--- config.mk ---
export PLATFORM = sky130hd
export DESIGN_NAME = tsdst_parser
export DESIGN_NICKNAME = d
export VERILOG_FILES = /design/src/verilog/tsdst_pkg.sv /design/src/verilog/tsdst_parser.sv
export SDC_FILE = /design/constraint.sdc
export NUM_CORES = 2
export LEC_CHECK = 0
export BUFFER_PORTS_ARGS = -buffer_cell sky130_fd_sc_hd__buf_4
export CAP_MARGIN = 10
export CORE_UTILIZATION = 30
export DETAILED_ROUTE_END_ITERATION = 10
export PLACE_DENSITY = 0.55
export SLEW_MARGIN = 20
export SYNTH_ARGS = -nofsm -noshare
export SYNTH_HDL_FRONTEND = slang
export SYNTH_SLANG_ARGS = --single-unit
--- constraint.sdc ---
create_clock -name sys_clk -period 15.12 [get_ports sys_clk]
set_input_delay 0.756 -clock sys_clk [delete_from_list [all_inputs] [get_ports sys_clk]]
set_output_delay 0.756 -clock sys_clk [all_outputs]
set_load 0.02 [all_outputs]
--- src/verilog/tsdst_pkg.sv ---
// Operation
// $ K plus nine digits DDDHHMMSS sets time of day; answer OK CR LF.
// time of day set only takes effect while in free-running holdover mode.
// $ < plus two digits stores the year; answer OK CR LF.
// enabled and inside an interval: output time shifted by one hour.
// daylight commands are $ O followed by one of five secondary characters.
// secondary D clears the daylight enable flag; answer OK CR LF.
// secondary E sets the daylight enable flag; answer OK CR LF.
// secondary F loads all ten default intervals; answer OK CR LF.
// defaults cover years 01 to 10, start hour 01, stop hour 02.
// secondary R plus one digit 0 to 9 selects the interval to read.
// read answer is #c Yaa Dbbb Hmm Dbbb Hmm CR LF.
// secondary S plus thirteen digits writes one interval.
// stop earlier than start means the stop lies in the next year.
// cold reset clears the enable flag and reloads the ten defaults.
// host keeps every interval at least two hours long.
// host changes the table at least one hour before the next interval.
// intervals may be written for any index in any order.
// enable flag and intervals are held across power loss.
// host sends enable before default load for automatic switching.
// $ @ returns the four character serial number and CR LF.
// commands with non-digits or bad field values change nothing, no OK.
package tsdst_pkg;
  localparam logic [7:0] CH_LOGON  = 8'h24;
  localparam logic [7:0] CH_TOD    = 8'h4b;
  localparam logic [7:0] CH_YEAR   = 8'h3c;
  localparam logic [7:0] CH_DST    = 8'h4f;
  localparam logic [7:0] CH_SERIAL = 8'h40;
  localparam logic [7:0] CH_DIS    = 8'h44;
  localparam logic [7:0] CH_EN     = 8'h45;
  localparam logic [7:0] CH_DEF    = 8'h46;
  localparam logic [7:0] CH_RD     = 8'h52;
  localparam logic [7:0] CH_WR     = 8'h53;
  localparam logic [7:0] CH_LET_O  = 8'h4f;
  localparam logic [7:0] CH_LET_K  = 8'h4b;
  localparam logic [7:0] CH_LET_Y  = 8'h59;
  localparam logic [7:0] CH_LET_D  = 8'h44;
  localparam logic [7:0] CH_LET_H  = 8'h48;
  localparam logic [7:0] CH_HASH   = 8'h23;
  localparam logic [7:0] CH_SP     = 8'h20;
  localparam logic [7:0] CH_CR     = 8'h0d;
  localparam logic [7:0] CH_LF     = 8'h0a;
  localparam logic [7:0] CH_ZERO   = 8'h30;
  localparam logic [7:0] CH_NINE   = 8'h39;
  localparam logic [3:0] N_TOD     = 4'h9;
  localparam logic [3:0] N_YEAR    = 4'h2;
  localparam logic [3:0] N_RD      = 4'h1;
  localparam logic [3:0] N_WR      = 4'hd;
  localparam logic [4:0] LEN_OK    = 5'h04;
  localparam logic [4:0] LEN_SER   = 5'h06;
  localparam logic [4:0] LEN_RD    = 5'h1a;
  localparam int         REPLY_MAX = 26;
  localparam int         N_IVL     = 10;
  localparam logic [7:0] REG_CTRL   = 8'h00;
  localparam logic [7:0] REG_STATUS = 8'h04;
  localparam logic [7:0] REG_TIME   = 8'h08;
  localparam logic [7:0] REG_YEAR   = 8'h0c;
  localparam logic       CTRL_RST   = 1'b0;
  localparam logic [8:0] DAY_FIRST  = 9'h001;
  localparam logic [8:0] DAY_LEAP   = 9'h16e;
  localparam logic [8:0] DAY_NORM   = 9'h16d;
  localparam logic [4:0] HOUR_LAST  = 5'h17;
  localparam logic [5:0] MS_LAST    = 6'h3b;
  localparam logic [6:0] YEAR_LAST  = 7'h63;
  localparam logic [7:0] DEF_START_HOUR = 8'h01;
  localparam logic [7:0] DEF_STOP_HOUR  = 8'h02;
  localparam logic [7:0] DEF_YEAR [N_IVL] = '{8'h01, 8'h02, 8'h03, 8'h04, 8'h05,
                                             8'h06, 8'h07, 8'h08, 8'h09, 8'h10};
  localparam logic [11:0] DEF_START_DAY [N_IVL] = '{12'h091, 12'h097, 12'h096, 12'h095, 12'h093,
                                                   12'h092, 12'h090, 12'h097, 12'h095, 12'h094};
  localparam logic [11:0] DEF_STOP_DAY [N_IVL] = '{12'h301, 12'h300, 12'h299, 12'h305, 12'h303,
                                                  12'h302, 12'h301, 12'h300, 12'h298, 12'h304};
  // arbitrary value, four ascii characters
  localparam logic [31:0] SERIAL_DEFAULT = 32'h41303031;

  typedef enum logic [5:0] {
    S_IDLE = 6'b000001,
    S_PRIM = 6'b000010,
    S_SEC  = 6'b000100,
    S_DIG  = 6'b001000,
    S_EXEC = 6'b010000,
    S_SEND = 6'b100000
  } tsdst_state_e;

  typedef enum logic [2:0] {
    C_TOD, C_YEAR, C_DIS, C_EN, C_DEF, C_RD, C_WR, C_SER
  } tsdst_cmd_e;
endpackage : tsdst_pkg

--- src/verilog/tsdst_parser.sv ---
// Chosen here: the placing of the registers and the APB register port.
`timescale 1ns/1ps
module tsdst_parser
  import tsdst_pkg::*;
#(
  parameter logic [31:0] SERIAL_NUM = SERIAL_DEFAULT
) (
  // clock and reset
  input  wire logic        sys_clk,
  input  wire logic        rst,
  input  wire logic        cold_rst,
  // serial byte stream
  input  wire logic        rx_valid,
  input  wire logic [7:0]  rx_data,
  output logic             tx_valid,
  output logic [7:0]       tx_data,
  input  wire logic        tx_ready,
  // time source
  input  wire logic        sec_tick,
  input  wire logic        gps_load,
  input  wire logic [8:0]  gps_day,
  input  wire logic [4:0]  gps_hour,
  input  wire logic [5:0]  gps_min,
  input  wire logic [5:0]  gps_sec,
  // shifted output time
  output logic [8:0]       out_day,
  output logic [4:0]       out_hour,
  output logic [5:0]       out_min,
  output logic [5:0]       out_sec,
  // apb slave
  input  wire logic        psel,
  input  wire logic        penable,
  input  wire logic        pwrite,
  input  wire logic [7:0]  paddr,
  input  wire logic [31:0] pwdata,
  output logic [31:0]      prdata,
  output logic             pready,
  output logic             pslverr
);

  function automatic logic [6:0] bin2(input logic [7:0] b);
    return {3'h0, b[7:4]} * 7'd10 + {3'h0, b[3:0]};
  endfunction : bin2

  function automatic logic [8:0] bin3(input logic [11:0] b);
    return {5'h0, b[11:8]} * 9'd100 + {5'h0, b[7:4]} * 9'd10 + {5'h0, b[3:0]};
  endfunction : bin3

  tsdst_state_e state_r;
  tsdst_cmd_e   cmd_r;
  logic [3:0]   need_r;
  logic [3:0]   cnt_r;
  logic [51:0]  dig_r;
  logic [7:0]   rep_r [REPLY_MAX];
  logic [4:0]   len_r;
  logic         holdover_r;
  logic [8:0]   day_r;
  logic [4:0]   hour_r;
  logic [5:0]   min_r;
  logic [5:0]   sec_r;
  logic [6:0]   year_r;
  logic         dst_en_r;
  logic [47:0]  ivl_r [N_IVL];
  logic [N_IVL-1:0] hit;
  logic         dst_active_r;
  logic [8:0]   out_day_r;
  logic [4:0]   out_hour_r;
  logic [5:0]   out_min_r;
  logic [5:0]   out_sec_r;
  logic [31:0]  prdata_r;
  logic         pready_r;
  logic         pslverr_r;

  // parsed fields and checks
  logic        rx_digit;
  logic        in_exec;
  logic [8:0]  p_day;
  logic [4:0]  p_hour;
  logic [5:0]  p_min;
  logic [5:0]  p_sec;
  logic [8:0]  w_sday;
  logic [8:0]  w_eday;
  logic [6:0]  w_shour;
  logic [6:0]  w_ehour;
  logic        tod_ok;
  logic        wr_ok;
  logic        cmd_ok;
  logic [47:0] rd_rec;
  logic [20:0] cur_key;
  logic [6:0]  p_min7;
  logic [6:0]  p_sec7;
  logic [6:0]  p_hour7;

  assign rx_digit = (rx_data >= CH_ZERO) && (rx_data <= CH_NINE);
  assign in_exec  = (state_r == S_EXEC);
  assign p_day    = bin3(dig_r[35:24]);
  assign p_hour7  = bin2(dig_r[23:16]);
  assign p_min7   = bin2(dig_r[15:8]);
  assign p_sec7   = bin2(dig_r[7:0]);
  assign p_hour   = p_hour7[4:0];
  assign p_min    = p_min7[5:0];
  assign p_sec    = p_sec7[5:0];
  assign w_sday   = bin3(dig_r[39:28]);
  assign w_shour  = bin2(dig_r[27:20]);
  assign w_eday   = bin3(dig_r[19:8]);
  assign w_ehour  = bin2(dig_r[7:0]);
  assign tod_ok   = (p_day >= DAY_FIRST) && (p_day <= DAY_LEAP) && (p_hour7 <= 7'(HOUR_LAST))
                    && (p_min7 <= 7'(MS_LAST)) && (p_sec7 <= 7'(MS_LAST));
  assign wr_ok    = (w_sday >= DAY_FIRST) && (w_sday <= DAY_LEAP) && (w_shour <= 7'(HOUR_LAST))
                    && (w_eday >= DAY_FIRST) && (w_eday <= DAY_LEAP) && (w_ehour <= 7'(HOUR_LAST));
  assign cmd_ok   = (cmd_r == C_TOD) ? tod_ok : (cmd_r == C_WR) ? wr_ok : 1'b1;
  assign rd_rec   = ivl_r[dig_r[3:0]];
  assign cur_key  = {year_r, day_r, hour_r};

  // command parser
  always_ff @(posedge sys_clk or posedge rst) begin
    if (rst) begin
      state_r <= S_IDLE;
      cmd_r   <= C_DIS;
      need_r  <= 4'h0;
      cnt_r   <= 4'h0;
      dig_r   <= 52'h0;
    end else begin
      case (state_r)
        S_IDLE: begin
          if (rx_valid && rx_data == CH_LOGON) state_r <= S_PRIM;
        end
        S_PRIM: begin
          if (rx_valid) begin
            cnt_r   <= 4'h0;
            state_r <= S_DIG;
            if (rx_data == CH_TOD) begin
              cmd_r  <= C_TOD;
              need_r <= N_TOD;
            end else if (rx_data == CH_YEAR) begin
              cmd_r  <= C_YEAR;
              need_r <= N_YEAR;
            end else if (rx_data == CH_DST) begin
              state_r <= S_SEC;
            end else if (rx_data == CH_SERIAL) begin
              cmd_r   <= C_SER;
              state_r <= S_EXEC;
            end else begin
              state_r <= S_IDLE;
            end
          end
        end
        S_SEC: begin
          if (rx_valid) begin
            cnt_r   <= 4'h0;
            state_r <= S_EXEC;
            if (rx_data == CH_DIS) cmd_r <= C_DIS;
            else if (rx_data == CH_EN) cmd_r <= C_EN;
            else if (rx_data == CH_DEF) cmd_r <= C_DEF;
            else if (rx_data == CH_RD) begin
              cmd_r   <= C_RD;
              need_r  <= N_RD;
              state_r <= S_DIG;
            end else if (rx_data == CH_WR) begin
              cmd_r   <= C_WR;
              need_r  <= N_WR;
              state_r <= S_DIG;
            end else state_r <= S_IDLE;
          end
        end
        S_DIG: begin
          if (rx_valid) begin
            if (!rx_digit) state_r <= S_IDLE;
            else begin
              dig_r <= {dig_r[47:0], rx_data[3:0]};
              cnt_r <= cnt_r + 4'h1;
              if (cnt_r == need_r - 4'h1) state_r <= S_EXEC;
            end
          end
        end
        S_EXEC: state_r <= cmd_ok ? S_SEND : S_IDLE;
        S_SEND: begin
          if (tx_ready && len_r == 5'h01) state_r <= S_IDLE;
        end
        default: state_r <= S_IDLE;
      endcase
    end
  end

  // reply shifter; rep_r[0] is the byte on offer
  always_ff @(posedge sys_clk or posedge rst) begin
    if (rst) begin
      len_r <= 5'h00;
      for (int i = 0; i < REPLY_MAX; i++) rep_r[i] <= 8'h00;
    end else if (in_exec && cmd_ok) begin
      for (int i = 0; i < REPLY_MAX; i++) rep_r[i] <= CH_SP;
      if (cmd_r == C_SER) begin
        len_r    <= LEN_SER;
        rep_r[0] <= SERIAL_NUM[31:24];
        rep_r[1] <= SERIAL_NUM[23:16];
        rep_r[2] <= SERIAL_NUM[15:8];
        rep_r[3] <= SERIAL_NUM[7:0];
        rep_r[4] <= CH_CR;
        rep_r[5] <= CH_LF;
      end else if (cmd_r == C_RD) begin
        len_r     <= LEN_RD;
        rep_r[0]  <= CH_HASH;
        rep_r[1]  <= {4'h3, dig_r[3:0]};
        rep_r[3]  <= CH_LET_Y;
        rep_r[4]  <= {4'h3, rd_rec[47:44]};
        rep_r[5]  <= {4'h3, rd_rec[43:40]};
        rep_r[7]  <= CH_LET_D;
        rep_r[8]  <= {4'h3, rd_rec[39:36]};
        rep_r[9]  <= {4'h3, rd_rec[35:32]};
        rep_r[10] <= {4'h3, rd_rec[31:28]};
        rep_r[12] <= CH_LET_H;
        rep_r[13] <= {4'h3, rd_rec[27:24]};
        rep_r[14] <= {4'h3, rd_rec[23:20]};
        rep_r[16] <= CH_LET_D;
        rep_r[17] <= {4'h3, rd_rec[19:16]};
        rep_r[18] <= {4'h3, rd_rec[15:12]};
        rep_r[19] <= {4'h3, rd_rec[11:8]};
        rep_r[21] <= CH_LET_H;
        rep_r[22] <= {4'h3, rd_rec[7:4]};
        rep_r[23] <= {4'h3, rd_rec[3:0]};
        rep_r[24] <= CH_CR;
        rep_r[25] <= CH_LF;
      end else begin
        len_r    <= LEN_OK;
        rep_r[0] <= CH_LET_O;
        rep_r[1] <= CH_LET_K;
        rep_r[2] <= CH_CR;
        rep_r[3] <= CH_LF;
      end
    end else if (state_r == S_SEND && tx_ready) begin
      len_r <= len_r - 5'h01;
      for (int i = 0; i < REPLY_MAX - 1; i++) rep_r[i] <= rep_r[i+1];
      rep_r[REPLY_MAX-1] <= CH_SP;
    end
  end

  // one-hot bit of the send state
  assign tx_valid = state_r[5];
  assign tx_data  = rep_r[0];

  // running time of day and year
  always_ff @(posedge sys_clk or posedge rst) begin
    if (rst) begin
      day_r  <= DAY_FIRST;
      hour_r <= 5'h00;
      min_r  <= 6'h00;
      sec_r  <= 6'h00;
    end else if (in_exec && cmd_r == C_TOD && tod_ok && holdover_r) begin
      day_r  <= p_day;
      hour_r <= p_hour;
      min_r  <= p_min;
      sec_r  <= p_sec;
    end else if (gps_load && !holdover_r) begin
      day_r  <= gps_day;
      hour_r <= gps_hour;
      min_r  <= gps_min;
      sec_r  <= gps_sec;
    end else if (sec_tick) begin
      sec_r <= (sec_r == MS_LAST) ? 6'h00 : sec_r + 6'h01;
      if (sec_r == MS_LAST) begin
        min_r <= (min_r == MS_LAST) ? 6'h00 : min_r + 6'h01;
        if (min_r == MS_LAST) begin
          hour_r <= (hour_r == HOUR_LAST) ? 5'h00 : hour_r + 5'h01;
          if (hour_r == HOUR_LAST) begin
            if (day_r >= ((year_r[1:0] == 2'h0) ? DAY_LEAP : DAY_NORM)) day_r <= DAY_FIRST;
            else day_r <= day_r + 9'h001;
          end
        end
      end
    end
  end

  always_ff @(posedge sys_clk or posedge rst) begin
    if (rst) year_r <= 7'h00;
    else if (in_exec && cmd_r == C_YEAR) year_r <= bin2(dig_r[7:0]);
    else if (sec_tick && !(gps_load && !holdover_r) && sec_r == MS_LAST && min_r == MS_LAST
             && hour_r == HOUR_LAST && day_r >= ((year_r[1:0] == 2'h0) ? DAY_LEAP : DAY_NORM))
      year_r <= (year_r == YEAR_LAST) ? 7'h00 : year_r + 7'h01;
  end

  // battery-backed settings: untouched by rst, restored by cold reset and, for the intervals, also by the default load
  always_ff @(posedge sys_clk) begin
    if (cold_rst) dst_en_r <= 1'b0;
    else if (in_exec && cmd_r == C_DIS) dst_en_r <= 1'b0;
    else if (in_exec && cmd_r == C_EN) dst_en_r <= 1'b1;
  end

  generate
    for (genvar gi = 0; gi < N_IVL; gi++) begin : g_ivl
      logic [6:0]  y;
      logic [8:0]  sd;
      logic [8:0]  ed;
      logic [6:0]  sh;
      logic [6:0]  eh;
      logic [6:0]  ye;
      logic [20:0] k_start;
      logic [20:0] k_stop;
      always_ff @(posedge sys_clk) begin
        if (cold_rst || (in_exec && cmd_r == C_DEF))
          ivl_r[gi] <= {DEF_YEAR[gi], DEF_START_DAY[gi], DEF_START_HOUR,
                        DEF_STOP_DAY[gi], DEF_STOP_HOUR};
        else if (in_exec && cmd_r == C_WR && wr_ok && dig_r[51:48] == 4'(gi))
          ivl_r[gi] <= dig_r[47:0];
      end
      assign y       = bin2(ivl_r[gi][47:40]);
      assign sd      = bin3(ivl_r[gi][39:28]);
      assign sh      = bin2(ivl_r[gi][27:20]);
      assign ed      = bin3(ivl_r[gi][19:8]);
      assign eh      = bin2(ivl_r[gi][7:0]);
      assign ye      = ({ed, eh[4:0]} > {sd, sh[4:0]}) ? y : y + 7'h01;
      assign k_start = {y, sd, sh[4:0]};
      assign k_stop  = {ye, ed, eh[4:0]};
      assign hit[gi] = (cur_key >= k_start) && (cur_key < k_stop);
    end
  endgenerate

  // output time, one hour later while daylight time applies
  always_ff @(posedge sys_clk or posedge rst) begin
    if (rst) begin
      dst_active_r <= 1'b0;
      out_day_r    <= DAY_FIRST;
      out_hour_r   <= 5'h00;
      out_min_r    <= 6'h00;
      out_sec_r    <= 6'h00;
    end else begin
      dst_active_r <= dst_en_r && (|hit);
      out_min_r    <= min_r;
      out_sec_r    <= sec_r;
      out_day_r    <= day_r;
      out_hour_r   <= hour_r;
      if (dst_en_r && (|hit)) begin
        out_hour_r <= (hour_r == HOUR_LAST) ? 5'h00 : hour_r + 5'h01;
        if (hour_r == HOUR_LAST) out_day_r <= day_r + 9'h001;
      end
    end
  end

  assign out_day  = out_day_r;
  assign out_hour = out_hour_r;
  assign out_min  = out_min_r;
  assign out_sec  = out_sec_r;

  // apb slave, answers in the second access cycle
  always_ff @(posedge sys_clk or posedge rst) begin
    if (rst) begin
      holdover_r <= CTRL_RST;
      prdata_r   <= 32'h0;
      pready_r   <= 1'b0;
      pslverr_r  <= 1'b0;
    end else begin
      pready_r  <= psel && penable && !pready_r;
      pslverr_r <= 1'b0;
      prdata_r  <= 32'h0;
      if (psel && penable && !pready_r) begin
        if (paddr == REG_CTRL) begin
          if (pwrite) holdover_r <= pwdata[0];
          prdata_r <= {31'h0, holdover_r};
        end else if (paddr == REG_STATUS) begin
          prdata_r <= {29'h0, tx_valid, dst_active_r, dst_en_r};
        end else if (paddr == REG_TIME) begin
          prdata_r <= {6'h0, day_r, hour_r, min_r, sec_r};
        end else if (paddr == REG_YEAR) begin
          prdata_r <= {25'h0, year_r};
        end else begin
          pslverr_r <= 1'b1;
        end
      end
    end
  end

  assign prdata  = prdata_r;
  assign pready  = pready_r;
  assign pslverr = pslverr_r;
endmodule : tsdst_parser

==> impl_metrics.ini <==
[clock_network]
htreeDepth = 3
clock-sinks = 811
holdBufCountCts = 0
root_buffer = clkbuf_16
post_cts_buffers = 0
cts_buffers = 98
clk_latency_ps = 710
cts_tree = yes
cts_resized = 0
ctsLongestPathBuffers = 3
clk_pin_slew_ps = 60

[detailed_routing]
drtAntennaViolNets = 0
wl_per_cell_um = 23.77
vias_per_cell = 5.257
routed_wl_um = 229400
dr_total_vias = 50750
firstDrtPassIters = 7
first_iter_violations = 4494
drc = 0

[floorplanning]
design.core.area_um2 = 223000
io_pins = 153
die_x_um = 476.2
num_rows = 173
dieArea_um2 = 226800
start_util_pct = 30.26
die_h_um = 476.2

[timing]
tightest_slew_ps = 1260
finalMaxSlewViolations = 0
rsz0062_at_grt = false
hold_slack_ps = 174.7
setup_viol = 0
fin_skew_ps = 30.35
finalHoldViolations = 0
min_period_ps = 8610
finalSetupTns_ps = 0
relSlewSlack_pct = 15.10
finalCritPeriodShare_pct = 56.95
fmax_ghz = 0.1161
fin_ws_ps = 6510

[synth]
ys_types = 83
synth-compound-area-share_pct = 11.04
synthSimpleGateAreaFrac_pct = 12.85
synth-async-reset-ratio_pct = 40.69
synth_top_family_by_area = adder cells
synthesis.area_um2 = 67460
synth-seq-cells = 811
synth_cells = 6540
synth_area_leaders = edfxtp_1 (21%), ha_1 (21%), dfrtp_1 (12%)
synth_ff_type = edfxtp_1
synth_top_cell_area_share_pct = 21.37
synth_xor_area_share_pct = 5.763
seq_area_frac_synth_pct = 33.64
synth_edf_count = 480
synth_mux_area_share_pct = 5.761
synth_fa_ha_area_share_pct = 26.12
synth.avg_cell_area_um2 = 10.32
synth_top_cell_by_area = edfxtp_1
ys_warn_count = 0

[setup_path]
setup.worst_path.class = flop to flop
regToRegSetupSlack_ps = 6510
worstPathRequired_ps = 15710
r2r_end = out_hour[1]
cpMaxStageDelayCell = and4b_1
critPathCaptureType = flop
crit_path_end = out_hour[1]
cp_slowest_stage_delay_ps = 790
arrival_ps = 9200
r2r_start = ivl_r[4][13]
r2r_cells = 29
critPathLaunchType = flop
startpoint = ivl_r[4][13]
worst-path-max-fanout = 13
cpMostUsedCell = ha_1

[global_routing]
grt_pass1_wl_um = 336600
grt_pass1_vias = 50260
overflow = 0
antenna_found_initial = 15
track_usage_pct = 19.77
grt_max_degree = 149

[power_and_ir_drop]
power_frac_comb_pct = 39.3
swShare_pct = 38.07
pwr-share-seq_pct = 31.8
intPower_mw = 5.130
fin_total_pwr_mw = 8.284
pwr-share-clk_pct = 29.0
powerDensity_nw_per_um2 = 110.1
p_leak_nw = 32.54
p_sw_mw = 3.154
vdd_drop_max_mv = 0.07459

[placement]
place_inst = 9465
place_ws_ps = 6632
hpwl_um = 170500
gp_congestion = 0.9336
placed_area_um2 = 71960
numPortBuffers = 114

[finish]
finish.utilization_pct = 33.74
final_cell_count_no_fill = 9653
layout-drive-gt1-share_pct = 9.008
finalInstanceArea_um2 = 75220
synthToLayoutAreaGrowth_pct = 11.51
nNetsFinal = 7973

[status]
status = completed

[flow_run]
maxCapViolations = 0

[worst_hold_path]
hold_class = input port to async pin
[flip-flops by register name, summed over array words and instances, names as in the netlist, 7 cells and up]
name and cells:
day_r 9, prdata 26, year_r 7, ivl_r 480
tx_data 7, dig_r 52, rep_r 160, out_day 9
[layer usage]
layer  share of wire (%)  vias up  routed length [µm]  global-route usage (%)
li1                    -    23480                   -                       -
met1                  44    25190              101900                   27.14
met2                  45     1713              103600                   31.62
met3                 6.4      369               14660                   2.451
met4                 4.0        2                9181                   7.434
met5              0.0057        -                  13                       0
[placed cells by master (no fill, tap or decap), types with 99 or more instances in the layout]
cell       count
dfrtp_1      317
xnor2_1      269
nor3_1       108
nor2_1       174
nand3_1      125
edfxtp_1     480
mux2i_1      101
nor2b_1      132
xor2_1       172
fa_1         162
nand2_1      454
inv_1        557
o21ai_0      241
a21oi_1      429
a21o_1       159
ha_1        1137
and2_1       347
buf_4        215
clkbuf_16    102
or3_1         99
[how the worst min path moves through the flow]
stage,cells past startpoint,slack [ps],end,startpoint
finish,2,170,cnt_r[1],rst
global route,2,260,cnt_r[2],rst
CTS,2,230,cnt_r[0],rst
detailed placement,0,450,out_sec[4],sec_r[4]
global placement,0,430,out_min[1],min_r[1]
floorplan,0,350,out_sec[2],sec_r[2]
[power groups by stage]
stage | sequential, mW | combinational (mW) | clock (mW)
2_1_floorplan | 2.63 | 2.16 | 0
3_3_place_gp | 2.67 | 3.09 | 0
3_5_place_dp | 2.67 | 3.17 | 0
4_1_cts | 2.63 | 3.20 | 2.43
5_1_grt | 2.65 | 3.59 | 2.51
6_report | 2.63 | 3.25 | 2.40
[critical path, delay by kind of cell (launching register included)]
family | cells | cell delay [ps]
buffers and inverters | 1 | 60
AO/OA/AOI/OAI | 9 | 2600
multiplexers | 1 | 350
XOR/XNOR | 2 | 560
adder cells (fa/ha/maj) | 8 | 2740
AND/OR/NAND/NOR | 8 | 1700
flip-flops | 1 | 450
[synth_stat cells, drive strengths merged (81+ instances only)]
cell type and n:
nand3 125, fa 162, nand2 457, nor2b 132, nor2 186, a21o 160
edfxtp 480, o21ai 253, xor2 172, dfrtp 326, a21oi 433, clkbuf 208
nor3 109, and2 348, ha 1137, mux4 97, or3 99, inv 558
xnor2 271, nand4 81, mux2i 101
[cells by family (layout without fill, tap and decap cells)]
logic type | count (synthesis) | count (layout)
fa+ha+maj | 1314 | 1314
simple gates | 1669 | 1669
xor+xnor | 443 | 443
other cells | 1 | 13
buf+inv | 833 | 959
flops | 811 | 811
mux | 259 | 259
compound gates | 1210 | 1210
[layout make-up]
type / instances / area (µm²)
Clock buffer: 137 / 2874
Antenna cell: 6 / 15.01
Inverter: 559 / 2106
Tap cell: 2975 / 3722
Fill cell: 22410 / 147700
Timing Repair Buffer: 218 / 1665
Clock inverter: 45 / 351.6
Sequential cell: 811 / 22720
Multi-Input combinational cell: 4902 / 41770
Power figures use the tool's default switching activity.
